### src/hdl/timer16_pkg.sv
// Shared constants and types for the 16-bit timer core and its bus controller.
package timer16_pkg;

   // ---------------------------------------------------------------
   // Byte-wide I/O map of the timer
   // ---------------------------------------------------------------
   localparam int unsigned IO_ADDR_W  = 6;
   localparam logic [5:0]  IO_CNT_L   = 6'h00;
   localparam logic [5:0]  IO_CNT_H   = 6'h01;
   localparam logic [5:0]  IO_CMPA_L  = 6'h02;
   localparam logic [5:0]  IO_CMPA_H  = 6'h03;
   localparam logic [5:0]  IO_CMPB_L  = 6'h04;
   localparam logic [5:0]  IO_CMPB_H  = 6'h05;
   localparam logic [5:0]  IO_CAP_L   = 6'h06;
   localparam logic [5:0]  IO_CAP_H   = 6'h07;
   localparam logic [5:0]  IO_CTRL_A  = 6'h08;
   localparam logic [5:0]  IO_CTRL_B  = 6'h09;
   localparam logic [5:0]  IO_FLAGS   = 6'h0a;
   localparam logic [5:0]  IO_IRQ_EN  = 6'h0b;

   // ---------------------------------------------------------------
   // Field positions and reset values
   // ---------------------------------------------------------------
   localparam int unsigned CB_NOISE_BIT  = 7;
   localparam int unsigned CB_EDGE_BIT   = 6;
   localparam int unsigned CB_WGM_LSB    = 3;
   localparam int unsigned CA_WGM_LSB    = 0;
   localparam int unsigned FLAG_OVF_BIT  = 0;
   localparam int unsigned FLAG_CAP_BIT  = 1;
   localparam logic [7:0]  BYTE_RESET    = 8'h00;
   localparam logic [15:0] WORD_RESET    = 16'h0000;

   // ---------------------------------------------------------------
   // Counter limits and modes
   // ---------------------------------------------------------------
   localparam logic [15:0] CNT_BOTTOM = 16'h0000;
   localparam logic [15:0] CNT_MAX    = 16'hffff;
   localparam logic [15:0] TOP_8BIT   = 16'h00ff;
   localparam logic [15:0] TOP_9BIT   = 16'h01ff;
   localparam logic [15:0] TOP_10BIT  = 16'h03ff;
   localparam int unsigned FILTER_SAMPLES = 4;
   localparam int unsigned PRESC_W        = 10;

   typedef enum logic [2:0] {
      CS_STOP     = 3'h0,
      CS_DIV1     = 3'h1,
      CS_DIV8     = 3'h2,
      CS_DIV64    = 3'h3,
      CS_DIV256   = 3'h4,
      CS_DIV1024  = 3'h5,
      CS_EXT_FALL = 3'h6,
      CS_EXT_RISE = 3'h7
   } clock_source_t;

   // ---------------------------------------------------------------
   // Controller registers on AXI4-Lite
   // ---------------------------------------------------------------
   localparam logic [7:0]  AXI_IO_WRITE  = 8'h00;
   localparam logic [7:0]  AXI_IO_READ   = 8'h04;
   localparam logic [7:0]  AXI_RESULT    = 8'h08;
   localparam logic [7:0]  AXI_IRQ       = 8'h0c;
   localparam logic [7:0]  AXI_ACK       = 8'h10;
   localparam int unsigned HOST_ADDR_LSB = 8;
   localparam int unsigned BUSY_BIT      = 8;
   localparam logic [1:0]  RESP_OKAY     = 2'h0;
   localparam logic [1:0]  RESP_SLVERR   = 2'h2;

endpackage

### src/hdl/timer16_io_if.sv
// Byte-wide I/O bus between the CPU-side controller and the timer core.
`timescale 1ns/1ps
interface timer16_io_if;
   logic [5:0] io_addr;
   logic       io_wr;
   logic       io_rd;
   logic [7:0] io_wdata;
   logic [7:0] io_rdata;
   logic       io_rvalid;
   logic       irq_overflow;
   logic       irq_capture;
   logic       ack_overflow;
   logic       ack_capture;

   modport device (
      input  io_addr, io_wr, io_rd, io_wdata, ack_overflow, ack_capture,
      output io_rdata, io_rvalid, irq_overflow, irq_capture
   );
   modport cpu (
      output io_addr, io_wr, io_rd, io_wdata, ack_overflow, ack_capture,
      input  io_rdata, io_rvalid, irq_overflow, irq_capture
   );
endinterface

### src/hdl/timer16_core.sv
// Sixteen-bit timer core: byte access, counter unit and input capture unit.
`timescale 1ns/1ps

module timer16_core (
   // Clock and reset
   input  wire logic  clock,
   input  wire logic  arst_n,
   // CPU side
   timer16_io_if.device bus,
   // Pins
   input  wire logic  capture_input_pin,
   input  wire logic  comparator_output,
   input  wire logic  comparator_select,
   input  wire logic  external_tick_pin,
   // Status
   output logic [15:0] timer_count,
   output logic        counting_down
);

   typedef struct packed {
      logic [15:0] cnt;
      logic [15:0] cap;
      logic [15:0] cmpa;
      logic [15:0] cmpb;
      logic [7:0]  temp;
      logic [7:0]  ctrl_a;
      logic [7:0]  ctrl_b;
      logic [7:0]  ien;
      logic [7:0]  rdata;
      logic [1:0]  flags;
      logic        down;
      logic [9:0]  presc;
      logic [1:0]  ext_s;
      logic        ext_prev;
      logic [1:0]  pin_s;
      logic [1:0]  cmp_s;
      logic [3:0]  filt;
      logic        filt_out;
      logic        det_prev;
      logic        rvalid;
      logic        irq_ovf;
      logic        irq_cap;
   } core_state_t;

   core_state_t q;
   core_state_t d;

   // ---------------------------------------------------------------
   // Mode decoding
   // ---------------------------------------------------------------
   function automatic logic [15:0] top_of(input logic [3:0] wgm, input logic [15:0] cmpa,
                                          input logic [15:0] cap);
      case (wgm)
         4'h1, 4'h5:             top_of = timer16_pkg::TOP_8BIT;
         4'h2, 4'h6:             top_of = timer16_pkg::TOP_9BIT;
         4'h3, 4'h7:             top_of = timer16_pkg::TOP_10BIT;
         4'h4, 4'h9, 4'hb, 4'hf: top_of = cmpa;
         4'h8, 4'ha, 4'hc, 4'he: top_of = cap;
         default:                top_of = timer16_pkg::CNT_MAX;
      endcase
   endfunction

   // Modes whose top is held in the capture register.
   function automatic logic cap_is_top(input logic [3:0] wgm);
      cap_is_top = (wgm == 4'h8) || (wgm == 4'ha) || (wgm == 4'hc) || (wgm == 4'he);
   endfunction

   function automatic logic dual_slope(input logic [3:0] wgm);
      dual_slope = (wgm inside {4'h1, 4'h2, 4'h3, 4'h8, 4'h9, 4'ha, 4'hb});
   endfunction

   function automatic logic fast_pwm(input logic [3:0] wgm);
      fast_pwm = (wgm inside {4'h5, 4'h6, 4'h7, 4'he, 4'hf});
   endfunction

   // A prescaler tap fires when all bits below the division point are ones.
   function automatic logic presc_tap(input logic [9:0] presc, input logic [9:0] mask);
      presc_tap = ((presc & mask) == mask);
   endfunction

   logic [3:0]  wgm;
   logic [15:0] top;
   logic        tick;
   logic        ext_edge;
   logic        src;
   logic        det_in;
   logic        cap_edge;
   logic        set_ovf;
   logic        set_cap;
   logic [1:0]  clr_flags;
   logic [15:0] wr_word;

   always_comb begin
      d         = q;
      wgm       = {q.ctrl_b[timer16_pkg::CB_WGM_LSB +: 2], q.ctrl_a[timer16_pkg::CA_WGM_LSB +: 2]};
      top       = top_of(wgm, q.cmpa, q.cap);
      set_ovf   = 1'b0;
      set_cap   = 1'b0;
      clr_flags = 2'h0;
      wr_word   = {q.temp, bus.io_wdata};

      // ------------------------------------------------------------
      // Tick selection
      // ------------------------------------------------------------
      d.presc    = q.presc + 10'h001;
      d.ext_s    = {q.ext_s[0], external_tick_pin};
      d.ext_prev = q.ext_s[1];
      ext_edge   = 1'b0;
      case (timer16_pkg::clock_source_t'(q.ctrl_b[2:0]))
         timer16_pkg::CS_STOP:     tick = 1'b0;
         timer16_pkg::CS_DIV1:     tick = 1'b1;
         timer16_pkg::CS_DIV8:     tick = presc_tap(q.presc, 10'h007);
         timer16_pkg::CS_DIV64:    tick = presc_tap(q.presc, 10'h03f);
         timer16_pkg::CS_DIV256:   tick = presc_tap(q.presc, 10'h0ff);
         timer16_pkg::CS_DIV1024:  tick = presc_tap(q.presc, 10'h3ff);
         timer16_pkg::CS_EXT_FALL: begin
            ext_edge = q.ext_prev & ~q.ext_s[1];
            tick     = ext_edge;
         end
         timer16_pkg::CS_EXT_RISE: begin
            ext_edge = ~q.ext_prev & q.ext_s[1];
            tick     = ext_edge;
         end
         default:                  tick = 1'b0;
      endcase

      // ------------------------------------------------------------
      // Counter unit
      // ------------------------------------------------------------
      if (tick) begin
         if (dual_slope(wgm)) begin
            if (!q.down) begin
               if (q.cnt >= top && top != timer16_pkg::CNT_BOTTOM) begin
                  d.down = 1'b1;
                  d.cnt  = q.cnt - 16'h0001;
               end else begin
                  d.cnt = q.cnt + 16'h0001;
               end
            end else if (q.cnt == timer16_pkg::CNT_BOTTOM) begin
               d.down  = 1'b0;
               d.cnt   = q.cnt + 16'h0001;
               set_ovf = 1'b1;
            end else begin
               d.cnt = q.cnt - 16'h0001;
            end
         end else begin
            d.down = 1'b0;
            // Clear at top; normal and the compare-top and capture-top clear modes flag the wrap at max.
            if (q.cnt == top) begin
               d.cnt = timer16_pkg::CNT_BOTTOM;
            end else begin
               d.cnt = q.cnt + 16'h0001;
            end
            if (fast_pwm(wgm)) begin
               set_ovf = (q.cnt == top);
            end else begin
               set_ovf = (q.cnt == timer16_pkg::CNT_MAX);
            end
         end
      end

      // ------------------------------------------------------------
      // Input capture unit
      // ------------------------------------------------------------
      // Both sources are synchronised before the select, so switching sources can
      // itself look like an edge; software clears the flag after a change.
      d.pin_s = {q.pin_s[0], capture_input_pin};
      d.cmp_s = {q.cmp_s[0], comparator_output};
      src     = comparator_select ? q.cmp_s[1] : q.pin_s[1];
      d.filt  = {q.filt[2:0], src};
      if (q.filt == 4'hf) begin
         d.filt_out = 1'b1;
      end else if (q.filt == 4'h0) begin
         d.filt_out = 1'b0;
      end
      det_in     = q.ctrl_b[timer16_pkg::CB_NOISE_BIT] ? q.filt_out : src;
      d.det_prev = det_in;
      cap_edge   = q.ctrl_b[timer16_pkg::CB_EDGE_BIT] ? (det_in & ~q.det_prev) : (~det_in & q.det_prev);
      if (cap_edge && !cap_is_top(wgm)) begin
         d.cap   = q.cnt;
         set_cap = 1'b1;
      end

      // ------------------------------------------------------------
      // CPU byte access
      // ------------------------------------------------------------
      d.rvalid = bus.io_rd;
      d.rdata  = timer16_pkg::BYTE_RESET;
      if (bus.io_rd) begin
         case (bus.io_addr)
            timer16_pkg::IO_CNT_L:  begin
               d.rdata = q.cnt[7:0];
               d.temp  = q.cnt[15:8];
            end
            timer16_pkg::IO_CAP_L:  begin
               d.rdata = q.cap[7:0];
               d.temp  = q.cap[15:8];
            end
            timer16_pkg::IO_CNT_H,
            timer16_pkg::IO_CAP_H:  d.rdata = q.temp;
            timer16_pkg::IO_CMPA_L: d.rdata = q.cmpa[7:0];
            timer16_pkg::IO_CMPA_H: d.rdata = q.cmpa[15:8];
            timer16_pkg::IO_CMPB_L: d.rdata = q.cmpb[7:0];
            timer16_pkg::IO_CMPB_H: d.rdata = q.cmpb[15:8];
            timer16_pkg::IO_CTRL_A: d.rdata = q.ctrl_a;
            timer16_pkg::IO_CTRL_B: d.rdata = q.ctrl_b;
            timer16_pkg::IO_FLAGS:  d.rdata = {6'h00, q.flags};
            timer16_pkg::IO_IRQ_EN: d.rdata = q.ien;
            default:                d.rdata = timer16_pkg::BYTE_RESET;
         endcase
      end
      if (bus.io_wr) begin
         case (bus.io_addr)
            timer16_pkg::IO_CNT_H,
            timer16_pkg::IO_CMPA_H,
            timer16_pkg::IO_CMPB_H,
            timer16_pkg::IO_CAP_H:  d.temp = bus.io_wdata;
            // The latch is left alone on low-byte writes so one high byte can serve many.
            timer16_pkg::IO_CNT_L:  begin
               d.cnt = wr_word;
            end
            timer16_pkg::IO_CMPA_L: d.cmpa = wr_word;
            timer16_pkg::IO_CMPB_L: d.cmpb = wr_word;
            timer16_pkg::IO_CAP_L:  begin
               if (cap_is_top(wgm)) begin
                  d.cap = wr_word;
               end
            end
            timer16_pkg::IO_CTRL_A: d.ctrl_a = bus.io_wdata;
            timer16_pkg::IO_CTRL_B: d.ctrl_b = bus.io_wdata;
            timer16_pkg::IO_FLAGS:  clr_flags = bus.io_wdata[1:0];
            timer16_pkg::IO_IRQ_EN: d.ien = bus.io_wdata;
            default:                d.temp = q.temp;
         endcase
      end

      // ------------------------------------------------------------
      // Flags and interrupt requests
      // ------------------------------------------------------------
      clr_flags[timer16_pkg::FLAG_OVF_BIT] = clr_flags[timer16_pkg::FLAG_OVF_BIT] | bus.ack_overflow;
      clr_flags[timer16_pkg::FLAG_CAP_BIT] = clr_flags[timer16_pkg::FLAG_CAP_BIT] | bus.ack_capture;
      // A new event in the clearing cycle survives the clear.
      d.flags = (q.flags & ~clr_flags) | {set_cap, set_ovf};
      d.irq_ovf = d.flags[timer16_pkg::FLAG_OVF_BIT] & d.ien[timer16_pkg::FLAG_OVF_BIT];
      d.irq_cap = d.flags[timer16_pkg::FLAG_CAP_BIT] & d.ien[timer16_pkg::FLAG_CAP_BIT];
   end

   always_ff @(posedge clock or negedge arst_n) begin
      if (!arst_n) begin
         q <= '0;
      end else begin
         q <= d;
      end
   end

   // ---------------------------------------------------------------
   // Outputs
   // ---------------------------------------------------------------
   assign bus.io_rdata     = q.rdata;
   assign bus.io_rvalid    = q.rvalid;
   assign bus.irq_overflow = q.irq_ovf;
   assign bus.irq_capture  = q.irq_cap;
   assign timer_count      = q.cnt;
   assign counting_down    = q.down;

endmodule

### src/flat_wrapper.sv
// flat-port wrapper written by rule: the top's interface ports become plain ports
module timer16_core_flat 
  (clock, arst_n, capture_input_pin, comparator_output, comparator_select, external_tick_pin, timer_count, counting_down, bus_io_addr, bus_io_wr, bus_io_rd, bus_io_wdata, bus_ack_overflow, bus_ack_capture, bus_io_rdata, bus_io_rvalid, bus_irq_overflow, bus_irq_capture);
  timer16_io_if bus_i ();
  input  wire logic clock;
  input  wire logic arst_n;
  input  wire logic capture_input_pin;
  input  wire logic comparator_output;
  input  wire logic comparator_select;
  input  wire logic external_tick_pin;
  output logic [15:0] timer_count;
  output logic counting_down;
  input wire logic [$bits(bus_i.io_addr)-1:0] bus_io_addr;
  input wire logic [$bits(bus_i.io_wr)-1:0] bus_io_wr;
  input wire logic [$bits(bus_i.io_rd)-1:0] bus_io_rd;
  input wire logic [$bits(bus_i.io_wdata)-1:0] bus_io_wdata;
  input wire logic [$bits(bus_i.ack_overflow)-1:0] bus_ack_overflow;
  input wire logic [$bits(bus_i.ack_capture)-1:0] bus_ack_capture;
  output wire logic [$bits(bus_i.io_rdata)-1:0] bus_io_rdata;
  output wire logic [$bits(bus_i.io_rvalid)-1:0] bus_io_rvalid;
  output wire logic [$bits(bus_i.irq_overflow)-1:0] bus_irq_overflow;
  output wire logic [$bits(bus_i.irq_capture)-1:0] bus_irq_capture;
  assign bus_i.io_addr = bus_io_addr;
  assign bus_i.io_wr = bus_io_wr;
  assign bus_i.io_rd = bus_io_rd;
  assign bus_i.io_wdata = bus_io_wdata;
  assign bus_i.ack_overflow = bus_ack_overflow;
  assign bus_i.ack_capture = bus_ack_capture;
  assign bus_io_rdata = bus_i.io_rdata;
  assign bus_io_rvalid = bus_i.io_rvalid;
  assign bus_irq_overflow = bus_i.irq_overflow;
  assign bus_irq_capture = bus_i.irq_capture;
  timer16_core u_core (.clock(clock), .arst_n(arst_n), .bus(bus_i), .capture_input_pin(capture_input_pin), .comparator_output(comparator_output), .comparator_select(comparator_select), .external_tick_pin(external_tick_pin), .timer_count(timer_count), .counting_down(counting_down));
endmodule
### config.mk
export PLATFORM = sky130hd
export DESIGN_NAME = timer16_core_flat
export DESIGN_NICKNAME = d
export VERILOG_FILES = /design/src/hdl/timer16_pkg.sv /design/src/hdl/timer16_io_if.sv /design/src/hdl/timer16_core.sv /design/src/flat_wrapper.sv
export SDC_FILE = /design/constraint.sdc
export NUM_CORES = 1
export LEC_CHECK = 0
export BUFFER_PORTS_ARGS = -buffer_cell sky130_fd_sc_hd__buf_2
export CAP_MARGIN = 20
export CORE_MARGIN = 3
export CORE_UTILIZATION = 61
export DETAILED_ROUTE_END_ITERATION = 8
export GPL_TIMING_DRIVEN = 0
export PLACE_DENSITY = 0.77
export SLEW_MARGIN = 20
export SYNTH_ARGS = -nofsm -noshare
export SYNTH_HDL_FRONTEND = slang
export SYNTH_SLANG_ARGS = --single-unit
### constraint.sdc
create_clock -name clock -period 5.4 [get_ports clock]
set_input_delay 1.08 -clock clock [delete_from_list [all_inputs] [get_ports clock]]
set_output_delay 1.08 -clock clock [all_outputs]
set_load 0.005 [all_outputs]
Word-level counts from Yosys, hierarchy flattened
Cells that the tools add are included.
{"block": "word_totals", "register_bits": 133, "wordCells": 149}
{"block": "classes", "n_addsub": 3, "n_lt_le_gt_ge": 1, "eq_ne": 40, "n_mux": 40, "bitwise": 15, "n_reduce_logical": 27}
{"op": "16-bit two-way mux", "n": 12}
{"op": "96-bit two-way mux", "n": 1}
{"op": "8-bit one-hot mux with 11 select lines", "n": 1}
{"op": "16-bit one-hot mux with 5 select lines", "n": 1}
{"op": "8-bit two-way mux", "n": 5}
{"op": "4-bit equality test (second input constant)", "n": 8}
{"op": "8-bit one-hot mux with 2 select lines", "n": 2}
{"op": "6-bit by 3-bit equality test with 1-bit output (second input constant)", "n": 4}
{"op": "6-bit by 4-bit equality test with 1-bit output (second input constant)", "n": 4}
{"op": "16-bit by 1-bit adder with 16-bit output (second input constant)", "n": 1}
{"op": "16-bit equality test", "n": 1}
{"op": "16-bit equality test (second input constant)", "n": 1}
{"op": "4-bit by 3-bit equality test with 1-bit output (second input constant)", "n": 4}
{"op": "16-bit greater-or-equal comparator", "n": 1}
{"op": "16-bit logical NOT", "n": 1}
{"op": "16-bit nonzero test", "n": 1}
{"op": "16-bit by 1-bit subtractor with 16-bit output (second input constant)", "n": 1}
{"op": "3-bit equality test (second input constant)", "n": 5}
{"op": "1-bit two-way mux", "n": 15}
{"op": "6-bit by 2-bit equality test with 1-bit output (second input constant)", "n": 2}
{"op": "4-bit OR reduction", "n": 3}
{"op": "10-bit by 1-bit adder with 10-bit output (second input constant)", "n": 1}
{"op": "10-bit equality test (second input constant)", "n": 1}
{"op": "2-bit AND reduction", "n": 5}
{"op": "27 further kinds", "n": 45}

Longest topological paths before layout
{"block": "logic_depth", "depth_word": 12, "depth_mapped": 18}

Least setup slack after synthesis
OpenSTA, ideal clock, no wires.
{"block": "synth_timing", "path_kind": "register to register", "start": "register u_core.q[53] (netlist name)", "end": "register u_core.q (netlist bit u_core.timer_count[4])", "setup_time_ps": 131, "t_arrival_ps": 3700, "t_required_ps": 5269, "setup_slack_ps": 1569, "path_stages_with_launch": 18, "n_path_buf": 4, "period_less_slack_ps": 3831, "path_cell_list": "dfrtp_1 buf_2 buf_1 clkbuf_1 nand2_1 o22a_1 o22ai_1 ha_1 a21oi_1 o21ai_0 o2bb2ai_1 or4_1 o21a_1 and2_4 buf_6 a221o_1 a2111oi_2 nor3_1"}
{"element": "from (decl)", "line_no": "timer16_core.sv:45", "rtl": "core_state_t q;"}
{"element": "from (signal assigned)", "line_no": "timer16_core.sv:250", "rtl": "q <= '0;"}
{"element": "from (signal assigned)", "line_no": "timer16_core.sv:252", "rtl": "q <= d;"}

==> run summary <==
Worst Hold Depth -> 0
Top-area cell type share of the netlist area -> 42.0%
Power per cell area -> 450 mW/mm^2
Clock transition at path regs -> 0.06 ns
DP Wirelength -> 18.5 mm
Slew @ Worst Pin -> 1.05 ns
Routed via count -> 7173
RR Endpoint -> u_core.timer_count[6]
Final Hold Violating Endpoints -> 0
Final Setup Violations -> 0
Nets -> 923
Required time of the critical path -> 5.75 ns
CP Capture Type -> flop
Initial antenna violation count -> 0
Drt drc -> 0
Crit-path max FO -> 10
Kind of critical path -> reg2reg
Post-synthesis instance total -> 814
RSZ-0062 raised after global routing -> no
Syn_area_per_cell -> 9.74 sq um
Post-cts resize count -> 0
Final WL -> 25.2 mm
Clock Path Buffers -> 2
Initial DRC count -> 1023
Placer Congestion -> 0.983
Outcome -> complete, no violations
Clock skew -> 0.0110 ns
Clk root buf -> clkbuf_16
Hold Crit Start -> u_core.d[15]
Antenna Cells -> 0
CTS tree -> done
Number of global-route vias before repair -> 6867
CORE AREA -> 0.0127 sq mm
Yosys top cell by area -> dfrtp_1
Synth unique cells -> 69
Worst VDD drop -> 0.264 mV
Max stage delay on crit path -> 0.57 ns
First-pass GRT wire length -> 38.9 mm
Drt pass-1 iters -> 6
Pin count of the biggest net entering global routing -> 71
Reg2Reg Depth -> 17
GR Overflow Total -> 0
Layout cells sized above 1 -> 20.9%
Leak -> 4.06 nW
Clock Latency Late Sink -> 0.44 ns
Hold buffer count at cts -> 0
Area grow syn2layout -> 13.4%
Mapped Nets -> 858
Reg2reg start -> u_core.q[53]
Post-synth EDFFs -> 0
Synth warnings -> 0
Worst rel slew slack -> 30.1%
Final Core Density -> 70.9%
Placed insts -> 1032
Crit path DAT -> 5.14 ns
Final Max Tran Viols -> 0
Post-route ant nets -> 0
FP Rows -> 41
HP Class -> reg2reg
All-Layer GR Usage -> 35.8%
Post-synthesis sequential element count -> 133
Max Cap Viol -> 0
Critical path launch point type -> flop
Initial Utilization -> 62.6%
Via density -> 6.74
Fin cells -> 1064
CTS Sinks -> 133
Async set-reset flop share out of synthesis -> 100%
Die Height -> 120 um
R2R setup slack -> 0.61 ns
Synth top area cells -> dfrtp_1 42%, mux2_2 9.1%, a21oi_1 3.9%, mux2i_1 3.5%, nor2_1 3.5%
Die Span X -> 120 um
H-Tree Depth -> 4
Final period util -> 88.7%
Worst Hold Slack -> 0.350 ns
Port-buffer cells -> 45
Worst path slowest cell -> or4_1
Max frequency -> 209 MHz
Final min period -> 4.79 ns
Hold endpoint -> u_core.d[13]
Prevailing post-synth register cell -> dfrtp_1
IO Pins -> 52
Worst-path cell chain -> buf_2 > buf_1 > clkbuf_1 > nand2_1 > o22a_1 > o22ai_1 > ha_1 > a21oi_1 > o21ai_0 > o2bb2ai_1 > or4_1 > o21ai_0 > nor2b_1 > clkbuf_1 > o21ai_1 > a211oi_1 > nor3_1
Final setup TNS -> 0 ns
Seq/Total Area, Yosys -> 42.0%
Routed wire per std cell -> 23.7 um
Cell area after synthesis -> 0.00793 sq mm
Full die area -> 0.0144 sq mm
CTS Buf Count -> 17
Post-CTS Setup Inserts -> 0
sequential cells by signal, summed over array words and instances (netlist names):
register                 cells
u_core.bus.io_rdata          8
u_core.bus.io_rvalid         1
u_core.bus.irq_capture       1
u_core.bus.irq_overflow      1
u_core.counting_down         1
u_core.d                     7
u_core.q                    98
u_core.timer_count          16
worst max path at each step:
stage / start / endpoint / cells past startpoint
after floorplan: u_core.q[53] / u_core.timer_count[4] / 17
after global placement: u_core.q[53] / u_core.timer_count[4] / 17
after CTS: u_core.q[53] / u_core.timer_count[4] / 17
after detailed placement: u_core.q[53] / u_core.timer_count[4] / 17
after global routing: u_core.q[53] / u_core.timer_count[3] / 17
final: u_core.q[53] / u_core.timer_count[6] / 17
cells by family (layout without fill, tap and decap cells):
group | Yosys count | in the layout | synth area share (%)
AND/OR/NAND/NOR | 235 | 235 | 15.1
AO/OA/AOI/OAI | 212 | 212 | 18.3
flip-flops | 133 | 133 | 42.0
buffers and inverters | 102 | 180 | 6.33
multiplexers | 94 | 94 | 13.2
adder cells (fa/ha/maj) | 20 | 20 | 3.16
XOR/XNOR | 18 | 18 | 1.99
Yosys cell counts (all sizes together) (3+ instances only):
master   instances
a2111oi          3
a211oi           4
a21oi           61
a221oi           9
a222oi          11
a22o            11
a22oi           20
a31oi           14
and2            11
and3            11
and4             3
buf             36
clkbuf          44
dfrtp          133
ha              20
inv             21
mux2            64
mux2i           28
nand2           47
nand2b          11
nand3           21
nand3b           8
nand4            8
nor2            74
nor2b            8
nor3            13
nor3b            4
nor4             5
o21a             4
o21ai           24
o221ai           5
o22a             7
o22ai           17
o31ai            3
or3              4
or4              3
xnor2           10
xor2             8
final cells by class:
cell class	count	area [sq um]
fillers	990	3680
plain buffers	80	419
inverters	22	82.6
clock buffers	19	453
clock inverters	13	128
repair buffers	46	263
multi-input cells	579	4100
flip-flops and latches	133	3330
well taps	172	215
layout by cell type (no fill, tap or decap), drive strengths merged, types with 8 or more instances in the layout:
cell	count
nor3	13
inv	31
a221oi	9
a222oi	11
mux2i	28
and3	11
nand4	8
xnor2	10
nand2	47
nor2b	8
nand3	21
o21ai	24
ha	20
nand3b	8
buf	82
nand2b	11
nor2	74
xor2	8
a22oi	20
a21oi	61
o22ai	17
a22o	11
and2	11
mux2	64
dfrtp	133
a31oi	14
clkbuf	63
worst max-delay path, delay by kind of cell, from the launching register on:
kind                       cells  cell delay, ns
DFF                            1            0.36
AOI/OAI and AO/OA              8            1.58
adders and majority gates      1            0.31
and+or+nand+nor                4            1.03
buffers and inverters          4            1.43
where the power goes:
| part | switching [W] | internal, W | leakage [nW] |
|---|---|---|---|
| Combinational | 0.000824 | 0.000619 | 2.11 |
| Clock | 0.000504 | 0.000636 | 0.287 |
| Sequential | 0.000277 | 0.00118 | 1.67 |
| Total | 0.00161 | 0.00244 | 4.06 |
per-stage QoR:
| stage | setup WS, ns | power [W] | area (sq um) |
|---|---|---|---|
| final | 0.608 | 0.00404 | 8990 |
| after global routing | 0.399 | 0.00422 | 8990 |
| after CTS | 0.738 | 0.00400 | 8990 |
| after detailed placement | 0.777 | 0.00286 | 8410 |
| after global placement | 0.847 | 0.00281 | 8370 |
| after floorplan | 1.57 | 0.00236 | 7930 |
routing by layer:
metal	global-route usage [%]	share of wire, %	wire length, um	vias up
met4	14.4	4.2	1060	0
met5	0	0	0	-
met3	8.48	11	2700	90
li1	-	-	-	3125
met2	54.7	45	11300	448
met1	49.3	40	10100	3510
Power figures use the tool's default switching activity.
